File: config.mk
export PLATFORM = sky130hd
export DESIGN_NAME = aswp_write_port
export DESIGN_NICKNAME = d
export VERILOG_FILES = /design/src/aswp_pkg.sv /design/src/aswp_decode_if.sv /design/src/aswp_decode.sv /design/src/aswp_write_port.sv
export SDC_FILE = /design/constraint.sdc
export NUM_CORES = 1
export LEC_CHECK = 0
export BUFFER_PORTS_ARGS = -buffer_cell sky130_fd_sc_hd__buf_4
export CORE_MARGIN = 4
export CORE_UTILIZATION = 40
export DETAILED_ROUTE_END_ITERATION = 7
export GPL_TIMING_DRIVEN = 0
export PLACE_DENSITY = 0.64
export SYNTH_ARGS = -nofsm -noshare
export SYNTH_HDL_FRONTEND = slang
export SYNTH_SLANG_ARGS = --single-unit
File: constraint.sdc
create_clock -name i_clk_sys -period 7.5 [get_ports i_clk_sys]
set_input_delay 0.375 -clock i_clk_sys [delete_from_list [all_inputs] [get_ports i_clk_sys]]
set_output_delay 0.375 -clock i_clk_sys [all_outputs]
set_load 0.02 [all_outputs]
File: src/aswp_pkg.sv
package aswp_pkg;
    // ----------------------------------------
    // Widths of the slave port
    // ----------------------------------------
    localparam int DATA_W = 32;
    localparam int STRB_W = DATA_W / 8;
    localparam int LEN_W = 8;
    localparam int SIZE_W = 3;
    localparam int BURST_W = 2;
    localparam int PROT_W = 3;
    localparam int RESP_W = 2;
    localparam int CORE_W = 3;
    // ----------------------------------------
    // Sideband field positions
    // ----------------------------------------
    localparam int USER_CORE_LSB = 0;
    localparam int USER_XLATE_BIT = 3;
    localparam int USER_DEV_LSB = 4;
    localparam int ADDR_DEV_LSB = 2;
    // ----------------------------------------
    // Defaults and encodings
    // ----------------------------------------
    localparam int DEF_ADDR_W = 32;
    localparam int DEF_ID_W = 4;
    localparam int DEF_DEV_W = 16;
    localparam logic [31:0] DEF_XLATE_ADDR = 32'h0001_0040;
    localparam logic [SIZE_W-1:0] MAX_SIZE = 3'h2;
    localparam logic [BURST_W-1:0] BURST_FIXED = 2'h0;
    localparam logic [BURST_W-1:0] BURST_WRAP = 2'h2;
    localparam logic [RESP_W-1:0] RESP_OKAY = 2'h0;
    localparam logic [RESP_W-1:0] RESP_SLVERR = 2'h2;

    typedef enum logic [1:0] {
        ASWP_ST_ADDR = 2'b00,
        ASWP_ST_DATA = 2'b01,
        ASWP_ST_RESP = 2'b10
    } aswp_state_t;
endpackage

File: src/aswp_decode_if.sv
`timescale 1ns/100ps
interface aswp_decode_if #(
    parameter int ADDR_W = 32,
    parameter int USER_W = 20,
    parameter int DEV_W = 16
);
    logic [ADDR_W-1:0] addr;
    logic [USER_W-1:0] user;
    logic xlate;
    logic [aswp_pkg::CORE_W-1:0] core;
    logic [DEV_W-1:0] devnum;
    logic [ADDR_W-1:0] eff_addr;

    modport port (output addr, output user, input xlate, input core, input devnum,
                  input eff_addr);
    modport decoder (input addr, input user, output xlate, output core, output devnum,
                     output eff_addr);
endinterface

File: src/aswp_decode.sv
`timescale 1ns/100ps
module aswp_decode #(
    parameter int ADDR_W = 32,
    parameter int DEV_W = 16,
    parameter logic [ADDR_W-1:0] XLATE_ADDR = aswp_pkg::DEF_XLATE_ADDR[ADDR_W-1:0]
) (
    aswp_decode_if.decoder dec
);
    // ----------------------------------------
    // Sideband decode
    // ----------------------------------------
    logic user_xlate;
    logic addr_hit;

    assign dec.core = dec.user[aswp_pkg::USER_CORE_LSB +: aswp_pkg::CORE_W];
    assign user_xlate = dec.user[aswp_pkg::USER_XLATE_BIT];
    assign addr_hit = (dec.addr == XLATE_ADDR);
    assign dec.xlate = user_xlate || addr_hit;
    // Flagged write goes to XLATE_ADDR; its own address gives the devnum
    assign dec.eff_addr = user_xlate ? XLATE_ADDR : dec.addr;

    always_comb begin
        if (user_xlate) begin
            dec.devnum = dec.addr[aswp_pkg::ADDR_DEV_LSB +: DEV_W];
        end else if (addr_hit) begin
            dec.devnum = dec.user[aswp_pkg::USER_DEV_LSB +: DEV_W];
        end else begin
            dec.devnum = '0;
        end
    end
endmodule // aswp_decode

File: src/aswp_write_port.sv
`timescale 1ns/100ps
module aswp_write_port #(
    parameter int ADDR_W = aswp_pkg::DEF_ADDR_W,
    parameter int ID_W = aswp_pkg::DEF_ID_W,
    parameter int DEV_W = aswp_pkg::DEF_DEV_W,
    parameter int USER_W = DEV_W + aswp_pkg::USER_DEV_LSB,
    parameter logic [ADDR_W-1:0] XLATE_ADDR = aswp_pkg::DEF_XLATE_ADDR[ADDR_W-1:0]
) (
    input wire logic i_clk_sys,
    input wire logic i_rst_b,
    input wire logic [ADDR_W-1:0] i_awaddr,
    input wire logic [ID_W-1:0] i_awid,
    input wire logic [aswp_pkg::LEN_W-1:0] i_awlen,
    input wire logic [aswp_pkg::SIZE_W-1:0] i_awsize,
    input wire logic [aswp_pkg::BURST_W-1:0] i_awburst,
    input wire logic [aswp_pkg::PROT_W-1:0] i_awprot,
    input wire logic [USER_W-1:0] i_awuser,
    input wire logic i_awvalid,
    output logic o_awready,
    input wire logic [aswp_pkg::DATA_W-1:0] i_wdata,
    input wire logic [aswp_pkg::STRB_W-1:0] i_wstrb,
    input wire logic i_wvalid,
    output logic o_wready,
    output logic [ID_W-1:0] o_bid,
    output logic [aswp_pkg::RESP_W-1:0] o_bresp,
    output logic o_bvalid,
    input wire logic i_bready,
    output logic o_wr_valid,
    input wire logic i_wr_ready,
    output logic [ADDR_W-1:0] o_wr_addr,
    output logic [aswp_pkg::DATA_W-1:0] o_wr_data,
    output logic [aswp_pkg::STRB_W-1:0] o_wr_strb,
    output logic [aswp_pkg::PROT_W-1:0] o_wr_prot,
    output logic [aswp_pkg::CORE_W-1:0] o_wr_core,
    output logic o_wr_xlate,
    output logic [DEV_W-1:0] o_wr_devnum
);
    // ----------------------------------------
    // Burst address step
    // ----------------------------------------
    function automatic logic [ADDR_W-1:0] step_addr(
        input logic [ADDR_W-1:0] addr,
        input logic [aswp_pkg::SIZE_W-1:0] size,
        input logic [aswp_pkg::LEN_W-1:0] len,
        input logic [aswp_pkg::BURST_W-1:0] burst
    );
        logic [ADDR_W-1:0] incr;
        logic [ADDR_W-1:0] span;
        logic [ADDR_W-1:0] sum;
        incr = ADDR_W'(1) << size;
        span = (ADDR_W'(len) + ADDR_W'(1)) << size;
        sum = addr + incr;
        if (burst == aswp_pkg::BURST_FIXED) begin
            step_addr = addr;
        end else if (burst == aswp_pkg::BURST_WRAP) begin
            step_addr = (addr & ~(span - ADDR_W'(1))) | (sum & (span - ADDR_W'(1)));
        end else begin
            step_addr = sum;
        end
    endfunction

    // ----------------------------------------
    // Sideband decoder
    // ----------------------------------------
    aswp_decode_if #(.ADDR_W(ADDR_W), .USER_W(USER_W), .DEV_W(DEV_W)) dec_bus ();

    aswp_decode #(
        .ADDR_W(ADDR_W),
        .DEV_W(DEV_W),
        .XLATE_ADDR(XLATE_ADDR)
    ) u_decode (
        .dec(dec_bus.decoder)
    );

    assign dec_bus.addr = i_awaddr;
    assign dec_bus.user = i_awuser;

    // ----------------------------------------
    // Burst state
    // ----------------------------------------
    aswp_pkg::aswp_state_t state;
    logic [ADDR_W-1:0] beat_addr;
    logic [aswp_pkg::LEN_W-1:0] beats_left;
    logic [aswp_pkg::LEN_W-1:0] burst_len;
    logic [aswp_pkg::SIZE_W-1:0] burst_size;
    logic [aswp_pkg::BURST_W-1:0] burst_kind;
    logic [aswp_pkg::PROT_W-1:0] burst_prot;
    logic [aswp_pkg::CORE_W-1:0] burst_core;
    logic burst_xlate;
    logic [DEV_W-1:0] burst_devnum;
    logic burst_bad;
    logic burst_pinned;
    logic aw_fire;
    logic w_fire;
    logic b_fire;

    // No last-beat flag on the bus, so awlen alone ends the burst
    assign o_awready = (state == aswp_pkg::ASWP_ST_ADDR);
    // Stage may refill in the cycle it drains
    assign o_wready = (state == aswp_pkg::ASWP_ST_DATA) && (!o_wr_valid || i_wr_ready);
    // Response waits for the last write to leave the stage
    assign o_bvalid = (state == aswp_pkg::ASWP_ST_RESP) && !o_wr_valid;
    assign aw_fire = i_awvalid && o_awready;
    assign w_fire = i_wvalid && o_wready;
    assign b_fire = o_bvalid && i_bready;

    always_ff @(posedge i_clk_sys or negedge i_rst_b) begin
        if (!i_rst_b) begin
            state <= aswp_pkg::ASWP_ST_ADDR;
            beats_left <= '0;
        end else begin
            case (state)
                aswp_pkg::ASWP_ST_ADDR: begin
                    if (aw_fire) begin
                        state <= aswp_pkg::ASWP_ST_DATA;
                        beats_left <= i_awlen;
                    end
                end
                aswp_pkg::ASWP_ST_DATA: begin
                    if (w_fire) begin
                        if (beats_left == '0) begin
                            state <= aswp_pkg::ASWP_ST_RESP;
                        end else begin
                            beats_left <= beats_left - aswp_pkg::LEN_W'(1);
                        end
                    end
                end
                aswp_pkg::ASWP_ST_RESP: begin
                    if (b_fire) begin
                        state <= aswp_pkg::ASWP_ST_ADDR;
                    end
                end
                default: begin
                    state <= aswp_pkg::ASWP_ST_ADDR;
                end
            endcase
        end
    end

    // ----------------------------------------
    // Captured address phase
    // ----------------------------------------
    always_ff @(posedge i_clk_sys or negedge i_rst_b) begin
        if (!i_rst_b) begin
            beat_addr <= '0;
            burst_len <= '0;
            burst_size <= '0;
            burst_kind <= '0;
            burst_prot <= '0;
            burst_core <= '0;
            burst_xlate <= 1'b0;
            burst_devnum <= '0;
            burst_bad <= 1'b0;
            burst_pinned <= 1'b0;
            o_bid <= '0;
        end else if (aw_fire) begin
            beat_addr <= dec_bus.eff_addr;
            burst_len <= i_awlen;
            burst_size <= i_awsize;
            burst_kind <= i_awburst;
            burst_prot <= i_awprot;
            burst_core <= dec_bus.core;
            burst_xlate <= dec_bus.xlate;
            burst_devnum <= dec_bus.devnum;
            // Beats wider than the data path cannot be honoured
            burst_bad <= (i_awsize > aswp_pkg::MAX_SIZE);
            o_bid <= i_awid;
            // Flagged bursts land every beat on the translation register
            burst_pinned <= i_awuser[aswp_pkg::USER_XLATE_BIT];
        end else if (w_fire && !burst_pinned) begin
            beat_addr <= step_addr(beat_addr, burst_size, burst_len, burst_kind);
        end
    end

    always_ff @(posedge i_clk_sys or negedge i_rst_b) begin
        if (!i_rst_b) begin
            o_bresp <= aswp_pkg::RESP_OKAY;
        end else if (aw_fire) begin
            o_bresp <= (i_awsize > aswp_pkg::MAX_SIZE) ? aswp_pkg::RESP_SLVERR
                                                        : aswp_pkg::RESP_OKAY;
        end
    end

    // ----------------------------------------
    // Internal write stage
    // ----------------------------------------
    always_ff @(posedge i_clk_sys or negedge i_rst_b) begin
        if (!i_rst_b) begin
            o_wr_valid <= 1'b0;
        end else if (w_fire) begin
            // Bad-size beats are taken and dropped
            o_wr_valid <= !burst_bad;
        end else if (i_wr_ready) begin
            o_wr_valid <= 1'b0;
        end
    end

    always_ff @(posedge i_clk_sys or negedge i_rst_b) begin
        if (!i_rst_b) begin
            o_wr_addr <= '0;
            o_wr_data <= '0;
            o_wr_strb <= '0;
            o_wr_prot <= '0;
            o_wr_core <= '0;
            o_wr_xlate <= 1'b0;
            o_wr_devnum <= '0;
        end else if (w_fire) begin
            o_wr_addr <= beat_addr;
            o_wr_data <= i_wdata;
            o_wr_strb <= i_wstrb;
            o_wr_prot <= burst_prot;
            o_wr_core <= burst_core;
            o_wr_xlate <= burst_xlate;
            o_wr_devnum <= burst_devnum;
        end
    end
endmodule // aswp_write_port
# ---- Yosys cells after proc, flatten, opt, wreduce, memory -nomap -nowiden
# Index checks and enable logic that the tools add are counted.
dict set report totals {
  reg_bits 178
  inputBits 114
  output_inout_bits 101
  elab_cells 82
}
dict set report classes {
  n_addsub 4
  n_lt_le_gt_ge 1
  eq_ne 10
  shift 2
  muxes 19
  bitwise_logic 4
  reduce_logical 20
}
# op n
set op_table {}
lappend op_table {{2-to-1 mux 32 bit} 5}
lappend op_table {{bitwise AND 32 bit} 2}
lappend op_table {{adder 32 bit} 1}
lappend op_table {{equality test 32 x 17 -> 1 bit (second input constant)} 1}
lappend op_table {{2-to-1 mux 16 bit} 2}
lappend op_table {{inverter 32 bit} 1}
lappend op_table {{OR 32 bit} 1}
lappend op_table {{left shift 1 x 3 -> 32 bit (first input constant)} 1}
lappend op_table {{left shift 9 x 3 -> 32 bit} 1}
lappend op_table {{subtractor 32 x 1 -> 32 bit (second input constant)} 1}
lappend op_table {{2-to-1 mux 8 bit} 3}
lappend op_table {{one-hot mux 8 bit (2 select lines)} 1}
lappend op_table {{2-to-1 mux 2 bit} 5}
lappend op_table {{adder 8 x 1 -> 9 bit (second input constant)} 1}
lappend op_table {{zero test 8 bit} 1}
lappend op_table {{inequality test 2 bit (second input constant)} 4}
lappend op_table {{AND reduction 4 bit} 2}
lappend op_table {{subtractor 8 x 1 -> 8 bit (second input constant)} 1}
lappend op_table {{logical AND 1 bit} 6}
lappend op_table {{one-hot mux 2 bit (3 select lines)} 1}
lappend op_table {{nonzero test 2 bit} 3}
lappend op_table {{equality test 2 bit (second input constant)} 2}
lappend op_table {{zero test 2 bit} 2}
lappend op_table {{inequality test 2 x 1 -> 1 bit (second input constant)} 2}
lappend op_table {{other kinds (6)} 10}

# ---- Longest topological paths before layout
# Gate-level depths: netlist of run 1.
dict set report depth {
  depth_word 10
  ltp_mapped 14
  ltp_nobuf 13
}

# ---- By module
# From an unflattened synthesis of run 1, not the netlist that was laid out.
dict set report unflattened {
  hier_cells 1226
  hier_area_um2 10129.7
}
# mod instances cells_per_inst area_each_um2 seq_area_each_um2
set modules_own_cells {}
lappend modules_own_cells {aswp_write_port 1 1123 9372.7 4404.2}
lappend modules_own_cells {aswp_decode 1 103 757.0 0.0}

# ---- Worst setup path before layout of run 1
# Ideal clock, no wire load.
dict set report synth_path {
  kind {register to register}
  start {register burst_len[0] in the netlist's numbering}
  end {register with a tool-made name}
  setup_time_ns 0.131
  t_arrival_ns 3.043
  required_ns 7.369
  slack_ns 4.326
  stages_incl_launch_ff 13
  n_path_buf 2
  synth_period_minus_slack_ns 3.174
  cell_sequence {dfrtp_1 ha_1 buf_2 nand3_4 xor2_1 o211ai_1 o31a_4 or4_1 buf_2 nor2_4 a21oi_2 o41a_1 o2bb2ai_1}
}
# item line
set synth_rtl {}
lappend synth_rtl {{start, declared} aswp_write_port.sv:84} ;# logic [aswp_pkg::LEN_W-1:0] burst_len;
lappend synth_rtl {{start signal, assigned} aswp_write_port.sv:158} ;# burst_len <= i_awlen;

==> flow_metrics.env, run 1 <==
export IMPL_ys_flop_type="dfrtp_1"
export IMPL_hold_ws_ns=0.0948
export IMPL_switching_share_pct=47.2
export IMPL_fin_cells=1726
export IMPL_synth_seq_cells=176
export IMPL_hpwl_mm=25.5
export IMPL_gp_routability_congestion=0.912
export IMPL_final_area_um2=12300
export IMPL_crit_path_top_delay_cell="a211oi_1"
export IMPL_slowest_delay_ns=0.61
export IMPL_seqCellArea_um2=4400
export IMPL_synth_edf_count=0
export IMPL_outcome="completed"
export IMPL_synth_simple_area_share_pct=28.1
export IMPL_pwr_share_clk_pct=17.8
export IMPL_areaGrowthSynthToFinish_pct=27.7
export IMPL_postPlaceCellArea_um2=11700
export IMPL_cts_sinks=176
export IMPL_wl_per_cell_um=19.5
export IMPL_syn_avg_cell_area_um2=8.32
export IMPL_p_comb_share_pct=51.7
export IMPL_dp_cells=1693
export IMPL_clock_latency_ns=0.46
export IMPL_cts_buffers=17
export IMPL_power_internal_mw=2.90
export IMPL_drt_first_pass_iters=7
export IMPL_worstPathCellList="clkbuf_1 > clkbuf_1 > nor2_1 > ha_1 > nor2b_1 > o21ai_0 > a21boi_0 > o21ai_0 > a21o_1 > a211oi_1 > nand4b_1 > o2bb2a_1 > o2bb2ai_1"
export IMPL_synth_xor_area_share_pct=1.72
export IMPL_drt_iter0_markers=787
export IMPL_cts_tree="yes"
export IMPL_layout_min_cycle_time_ns=4.20
export IMPL_ys_top_cells_by_area="dfrtp_1 46%, nand2_1 16%, o21ai_0 3.4%"
export IMPL_worstSetupStartpointType="register"
export IMPL_cts_post_setup_buffers_inserted=0
export IMPL_rsz0062_at_grt="false"
export IMPL_finalSetupViolations=0
export IMPL_die_area_um2=26700
export IMPL_num_vias=9510
export IMPL_critPathArrivalTime_ns=4.57
export IMPL_postRouteAntennaNets=0
export IMPL_clk_pin_slew_ns=0.10
export IMPL_end_kind="register"
export IMPL_async_flop_share_pct=100
export IMPL_pwr_share_seq_pct=30.5
export IMPL_die_y_um=163
export IMPL_power_net_switching_mw=2.59
export IMPL_post_route_period_util_pct=56.1
export IMPL_crit_buf_inv=2
export IMPL_grt_use_total_pct=25.0
export IMPL_synth_adder_area_share_pct=1.89
export IMPL_relSlewSlack_pct=37.5
export IMPL_diodes=0
export IMPL_hold_viol_final=0
export IMPL_vias_per_cell=5.51
export IMPL_grt_pass1_wl_mm=52.2
export IMPL_skew_ns=0.0162
export IMPL_synth_mux_area_share_pct=1.31
export IMPL_worstSetupPathType="reg -> reg"
export IMPL_rows=56
export IMPL_drv_cap=0
export IMPL_post_cts_resize_count=0
export IMPL_core_area_um2=23600
export IMPL_total_power_mw=5.49
export IMPL_ys_types=88
export IMPL_synth_compound_area_share_pct=17.3
export IMPL_multi_input_comb_area_um2=4860
export IMPL_clockBufferDepth=2
export IMPL_max_freq_mhz=238
export IMPL_num_nets_final=1522
export IMPL_critPathTopFamily="compound AO/OA/AOI/OAI gates"
export IMPL_worst_pin_slew_ns=0.934
export IMPL_htreeDepth=4
export IMPL_synth_top_family_by_area="simple AND/OR/NAND/NOR gates"
export IMPL_n_fill_cell=2288
export IMPL_drive_above_1_share_pct=20.0
export IMPL_portBuffers=212
export IMPL_antenna_found_initial=0
export IMPL_yosys_area_top_type="dfrtp_1"
export IMPL_first_global_vias=9099
export IMPL_die_w_um=163
export IMPL_p_leak_nw=5.86
export IMPL_yosys_warnings=0
export IMPL_synth_nets=1289
export IMPL_cts_root_buffer="clkbuf_16"
export IMPL_required_ns=7.87
export IMPL_drt_total_wl_mm=33.6
export IMPL_ir_worst_vdd_uv=206
export IMPL_p_per_area_nw_per_um2=445
export IMPL_grt_max_degree=103
export IMPL_drv_slew=0
export IMPL_finalSetupTns_ns=0
export IMPL_crit_fanout=10
export IMPL_yosysSeqAreaShare_pct=45.6
export IMPL_ios=215
export IMPL_grt_overflow=0
export IMPL_synthCells=1161
export IMPL_min_path_type="in -> reg"
export IMPL_synth_top_area_share_pct=45.6
export IMPL_syn_area_um2=9650
export IMPL_initial_core_util_pct=40.9
export IMPL_drc=0
-- metrics by stage --
step	utilization, %	worst slack, ns
after floorplan	-	4.33
after global placement	49.3	3.36
after detailed placement	49.5	3.36
after CTS	52.2	3.33
after global routing	52.2	2.96
final	52.2	3.30
-- worst min-delay path, stage by stage --
cell and delay, ns:
buf_4 0.07, nand2_1 0.04, nand2_1 0.04
-- power groups by stage --
stage / Clock [mW] / Combinational [mW] / Sequential [mW]
floorplan: 0 / 1.56 / 1.89
global placement: 0 / 2.80 / 1.67
detailed placement: 0 / 2.82 / 1.68
CTS: 0.985 / 2.83 / 1.67
global route: 1.03 / 3.11 / 1.73
finish: 0.976 / 2.84 / 1.67
-- metal layers --
layer  global-route usage, %  vias to the layer above  part of all wire [%]
met3                    4.44                       53                   6.7
li1                        -                     4513                     -
met2                    39.8                      359                    47
met5                       0                        -                     0
met1                    35.0                     4585                    44
met4                    7.43                        0                   2.4
-- cells in the final DEF, fill, tap and decap left out, types with 6 or more instances in the layout --
cell,instances
xor2_1,9
nor3_1,15
o21ai_0,65
o211ai_1,14
inv_1,17
or3_1,11
buf_4,217
nand4_1,14
inv_12,6
clkbuf_16,17
nand3_1,28
clkbuf_1,50
a31oi_1,10
nor2_1,39
ha_1,13
nor4_1,12
a21o_1,10
nor3b_1,20
nand2_1,401
a22oi_1,8
dfrtp_1,176
nand2b_1,10
and3_1,6
a211oi_1,8
xnor2_1,10
buf_2,10
buf_1,7
a21oi_1,61
mux2i_1,7
-- area by class of cell --
cell class	instances	area share (%)
Clock buffer	17	3.45
Sequential cell	176	35.7
Buffer	74	2.60
Inverter	19	0.579
Clock inverter	15	1.70
Tap cell	319	3.24
Timing Repair Buffer	214	13.3
Multi-Input combinational cell	892	39.4
-- cells in the mapped netlist, drive strengths merged (11+ instances only) --
| cell | number |
|---|---|
| nor3 | 17 |
| nor4 | 13 |
| inv | 18 |
| dfrtp | 176 |
| nand2 | 401 |
| or3 | 11 |
| nand3 | 29 |
| nand4 | 14 |
| ha | 13 |
| buf | 24 |
| nor2 | 40 |
| clkbuf | 50 |
| a21oi | 63 |
| o21ai | 69 |
| o211ai | 14 |
| nor3b | 20 |
-- timing repair --
item,in CTS,in global routing
endpoints found under the setup margin,0,0
hold endpoints to repair,74,0
hold buffers,1,0
-- kinds of logic (layout without fill, tap and decap cells) --
| group | after synthesis | after routing |
|---|---|---|
| AO/OA/AOI/OAI | 250 | 250 |
| XOR/XNOR | 19 | 19 |
| adder cells (fa/ha/maj) | 14 | 14 |
| buffers and inverters | 93 | 339 |
| flip-flops | 176 | 176 |
| multiplexers | 12 | 12 |
| other | 1 | 1 |
| AND/OR/NAND/NOR | 596 | 596 |
-- path summary, 6_finish.rpt --
kind | slack (ns) | from | depth (start not counted) | end
worst max-delay path | 3.30 | burst_size[2] | 13 | register
worst min-delay path | 0.09 | i_wstrb[2] | 3 | o_wr_strb[2]
worst max register to register | 3.30 | burst_size[2] | 13 | register
worst min register to register | 0.47 | burst_devnum[2] | 2 | o_wr_devnum[2]
max in group asynchronous | 6.07 | i_rst_b | 3 | beats_left[4]
min in group asynchronous | 0.49 | i_rst_b | 2 | o_wr_addr[12]
(Power assumes the default switching activity.)
==> run 2, diff against run 1 <==
Settings changed: PLACE_DENSITY 0.64 to 0.66.
Clock period 7.5 ns to 3.6 ns, I/O delays scaled along.
==> flow_metrics.env, run 2 (synthesis results as in run 1) <==
export IMPL_outcome="completed"
export IMPL_hpwl_mm=25.1
export IMPL_final_area_um2=13200
export IMPL_p_leak_nw=6.21
export IMPL_relSlewSlack_pct=31.3
export IMPL_hold_viol_final=0
export IMPL_first_global_vias=9466
export IMPL_grt_use_total_pct=25.3
export IMPL_end_kind="register"
export IMPL_grt_overflow=0
export IMPL_critPathTopFamily="compound AO/OA/AOI/OAI gates"
export IMPL_layout_commonest_cell="nand2_1"
export IMPL_wl_per_cell_um=19.1
export IMPL_grt_max_degree=112
export IMPL_die_w_um=163
export IMPL_worstSetupPathType="reg -> reg"
export IMPL_worstSetupStartpointType="register"
export IMPL_required_ns=3.92
export IMPL_min_path_type="in -> reg"
export IMPL_grt_pass1_wl_mm=52.9
export IMPL_final_cell_mix="401 x nand2_1, 229 x buf_4, 174 x dfrtp_1"
export IMPL_die_y_um=163
export IMPL_core_area_um2=23600
export IMPL_critPathArrivalTime_ns=3.79
export IMPL_drv_slew=0
export IMPL_cts_sinks=176
export IMPL_antenna_found_initial=0
export IMPL_diodes=0
export IMPL_num_vias=9831
export IMPL_clockBufferDepth=2
export IMPL_portBuffers=212
export IMPL_drive_above_1_share_pct=21.9
export IMPL_htreeDepth=4
export IMPL_postPlaceCellArea_um2=11700
export IMPL_clock_latency_ns=0.44
export IMPL_crit_buf_inv=3
export IMPL_postRouteAntennaNets=0
export IMPL_areaGrowthSynthToFinish_pct=37.2
export IMPL_clk_pin_slew_ns=0.08
export IMPL_ir_worst_vdd_uv=447
export IMPL_finalSetupViolations=0
export IMPL_cts_root_buffer="clkbuf_16"
export IMPL_rsz0062_at_grt="true"
export IMPL_fin_ws_ns=0.131
export IMPL_initial_core_util_pct=40.9
export IMPL_skew_ns=0.0125
export IMPL_fin_cells=1800
export IMPL_rows=56
export IMPL_drv_cap=0
export IMPL_ios=215
export IMPL_num_nets_final=1596
export IMPL_slowest_delay_ns=0.48
export IMPL_post_route_period_util_pct=96.4
export IMPL_drt_first_pass_iters=5
export IMPL_p_per_area_nw_per_um2=888
export IMPL_dp_cells=1693
export IMPL_crit_path_top_delay_cell="or4_1"
export IMPL_vias_per_cell=5.46
export IMPL_drt_total_wl_mm=34.3
export IMPL_layout_min_cycle_time_ns=3.47
export IMPL_crit_fanout=8
export IMPL_die_area_um2=26700
export IMPL_cts_buffers=17
export IMPL_drt_iter0_markers=675
export IMPL_drc=0
export IMPL_post_place_ws_ns=-0.359
export IMPL_cts_tree="yes"
export IMPL_worst_pin_slew_ns=1.03
export IMPL_worstPathCellList="ha_1 > buf_6 > nand3_4 > xor2_4 > o211ai_1 > o31a_4 > buf_4 > or4_1 > buf_2 > nor2_4 > a21oi_4 > o41a_1 > o2bb2ai_1"
export IMPL_gp_routability_congestion=0.927
export IMPL_finalSetupTns_ns=0
export IMPL_max_freq_mhz=288
[run 2: cell types whose count changed in the layout (fill, tap and decap cells not counted), moves of 3 or more]
cell / change
dlygate4sd3_1: +62
buf_4: +12
clkbuf_1: -4
inv_12: -4
o21ai_0: -4
a21oi_1: -3
a21oi_4: +3
clkbuf_2: +3
o21ai_1: +3
[run 2: path summary, 6_finish.rpt]
check                                 startpoint              end  slack [ns]  cells after the start
worst max-delay path                burst_len[0]         register        0.13                     13
worst min-delay path                i_awaddr[21]         register        0.01                      3
worst max register to register      burst_len[0]         register        0.13                     13
worst min register to register  burst_devnum[13]  o_wr_devnum[13]        0.47                      2
max in group asynchronous                i_rst_b     burst_len[1]        2.31                      3
min in group asynchronous                i_rst_b    o_wr_addr[12]        0.28                      2
[run 2: what timing repair did]
item,CTS,global route
hold buffers,63,0
endpoints found under the setup margin,19,25
hold endpoints to repair,127,0
pin swaps,1,14
resized for setup,15,39
setup buffers,2,10
[run 2: power breakdown]
part           internal [mW]  switching (mW)
clock                   1.02           0.973
sequential              2.85           0.653
combinational           2.44            3.84
total                   6.30            5.46
[run 2: metrics by stage]
step / hold WS [ns] / power [mW] / utilization [%]
final: 0.0115 / 11.8 / 56.1
after global routing: 0.00826 / 12.6 / 56.1
after floorplan: -0.116 / 7.19 / -
after CTS: 0.00589 / 11.5 / 55.2
after detailed placement: 0.165 / 9.35 / 49.5
after global placement: 0.369 / 9.27 / 49.3
[run 2: final cells by class]
type                    instances  area (um^2)
plain buffers                  74          338
clock buffers                  17          425
clock inverters                15          206
fillers                      2207        10400
inverters                      19         75.1
multi-input cells             892         5050
flip-flops and latches        176         4410
well taps                     319          399
repair buffers                288         2350
[run 2: per-layer routing]
layer  track usage, %  wire length, um  vias to the layer above
met2             40.6            16000                      383
met1             34.3            14700                     4722
met5                0                0                        -
met3             4.95             2420                       86
met4             9.23             1200                        0
li1                 -                -                     4640
[run 2: worst reg2reg max path: cells and delay by family, from the launching register on]
kind	cells	cell delay [ns]
adder cells (fa/ha/maj)	1	0.21
flip-flops	1	0.44
AND/OR/NAND/NOR	3	0.76
XOR/XNOR	1	0.16
AO/OA/AOI/OAI	5	1.30
buffers and inverters	3	0.47
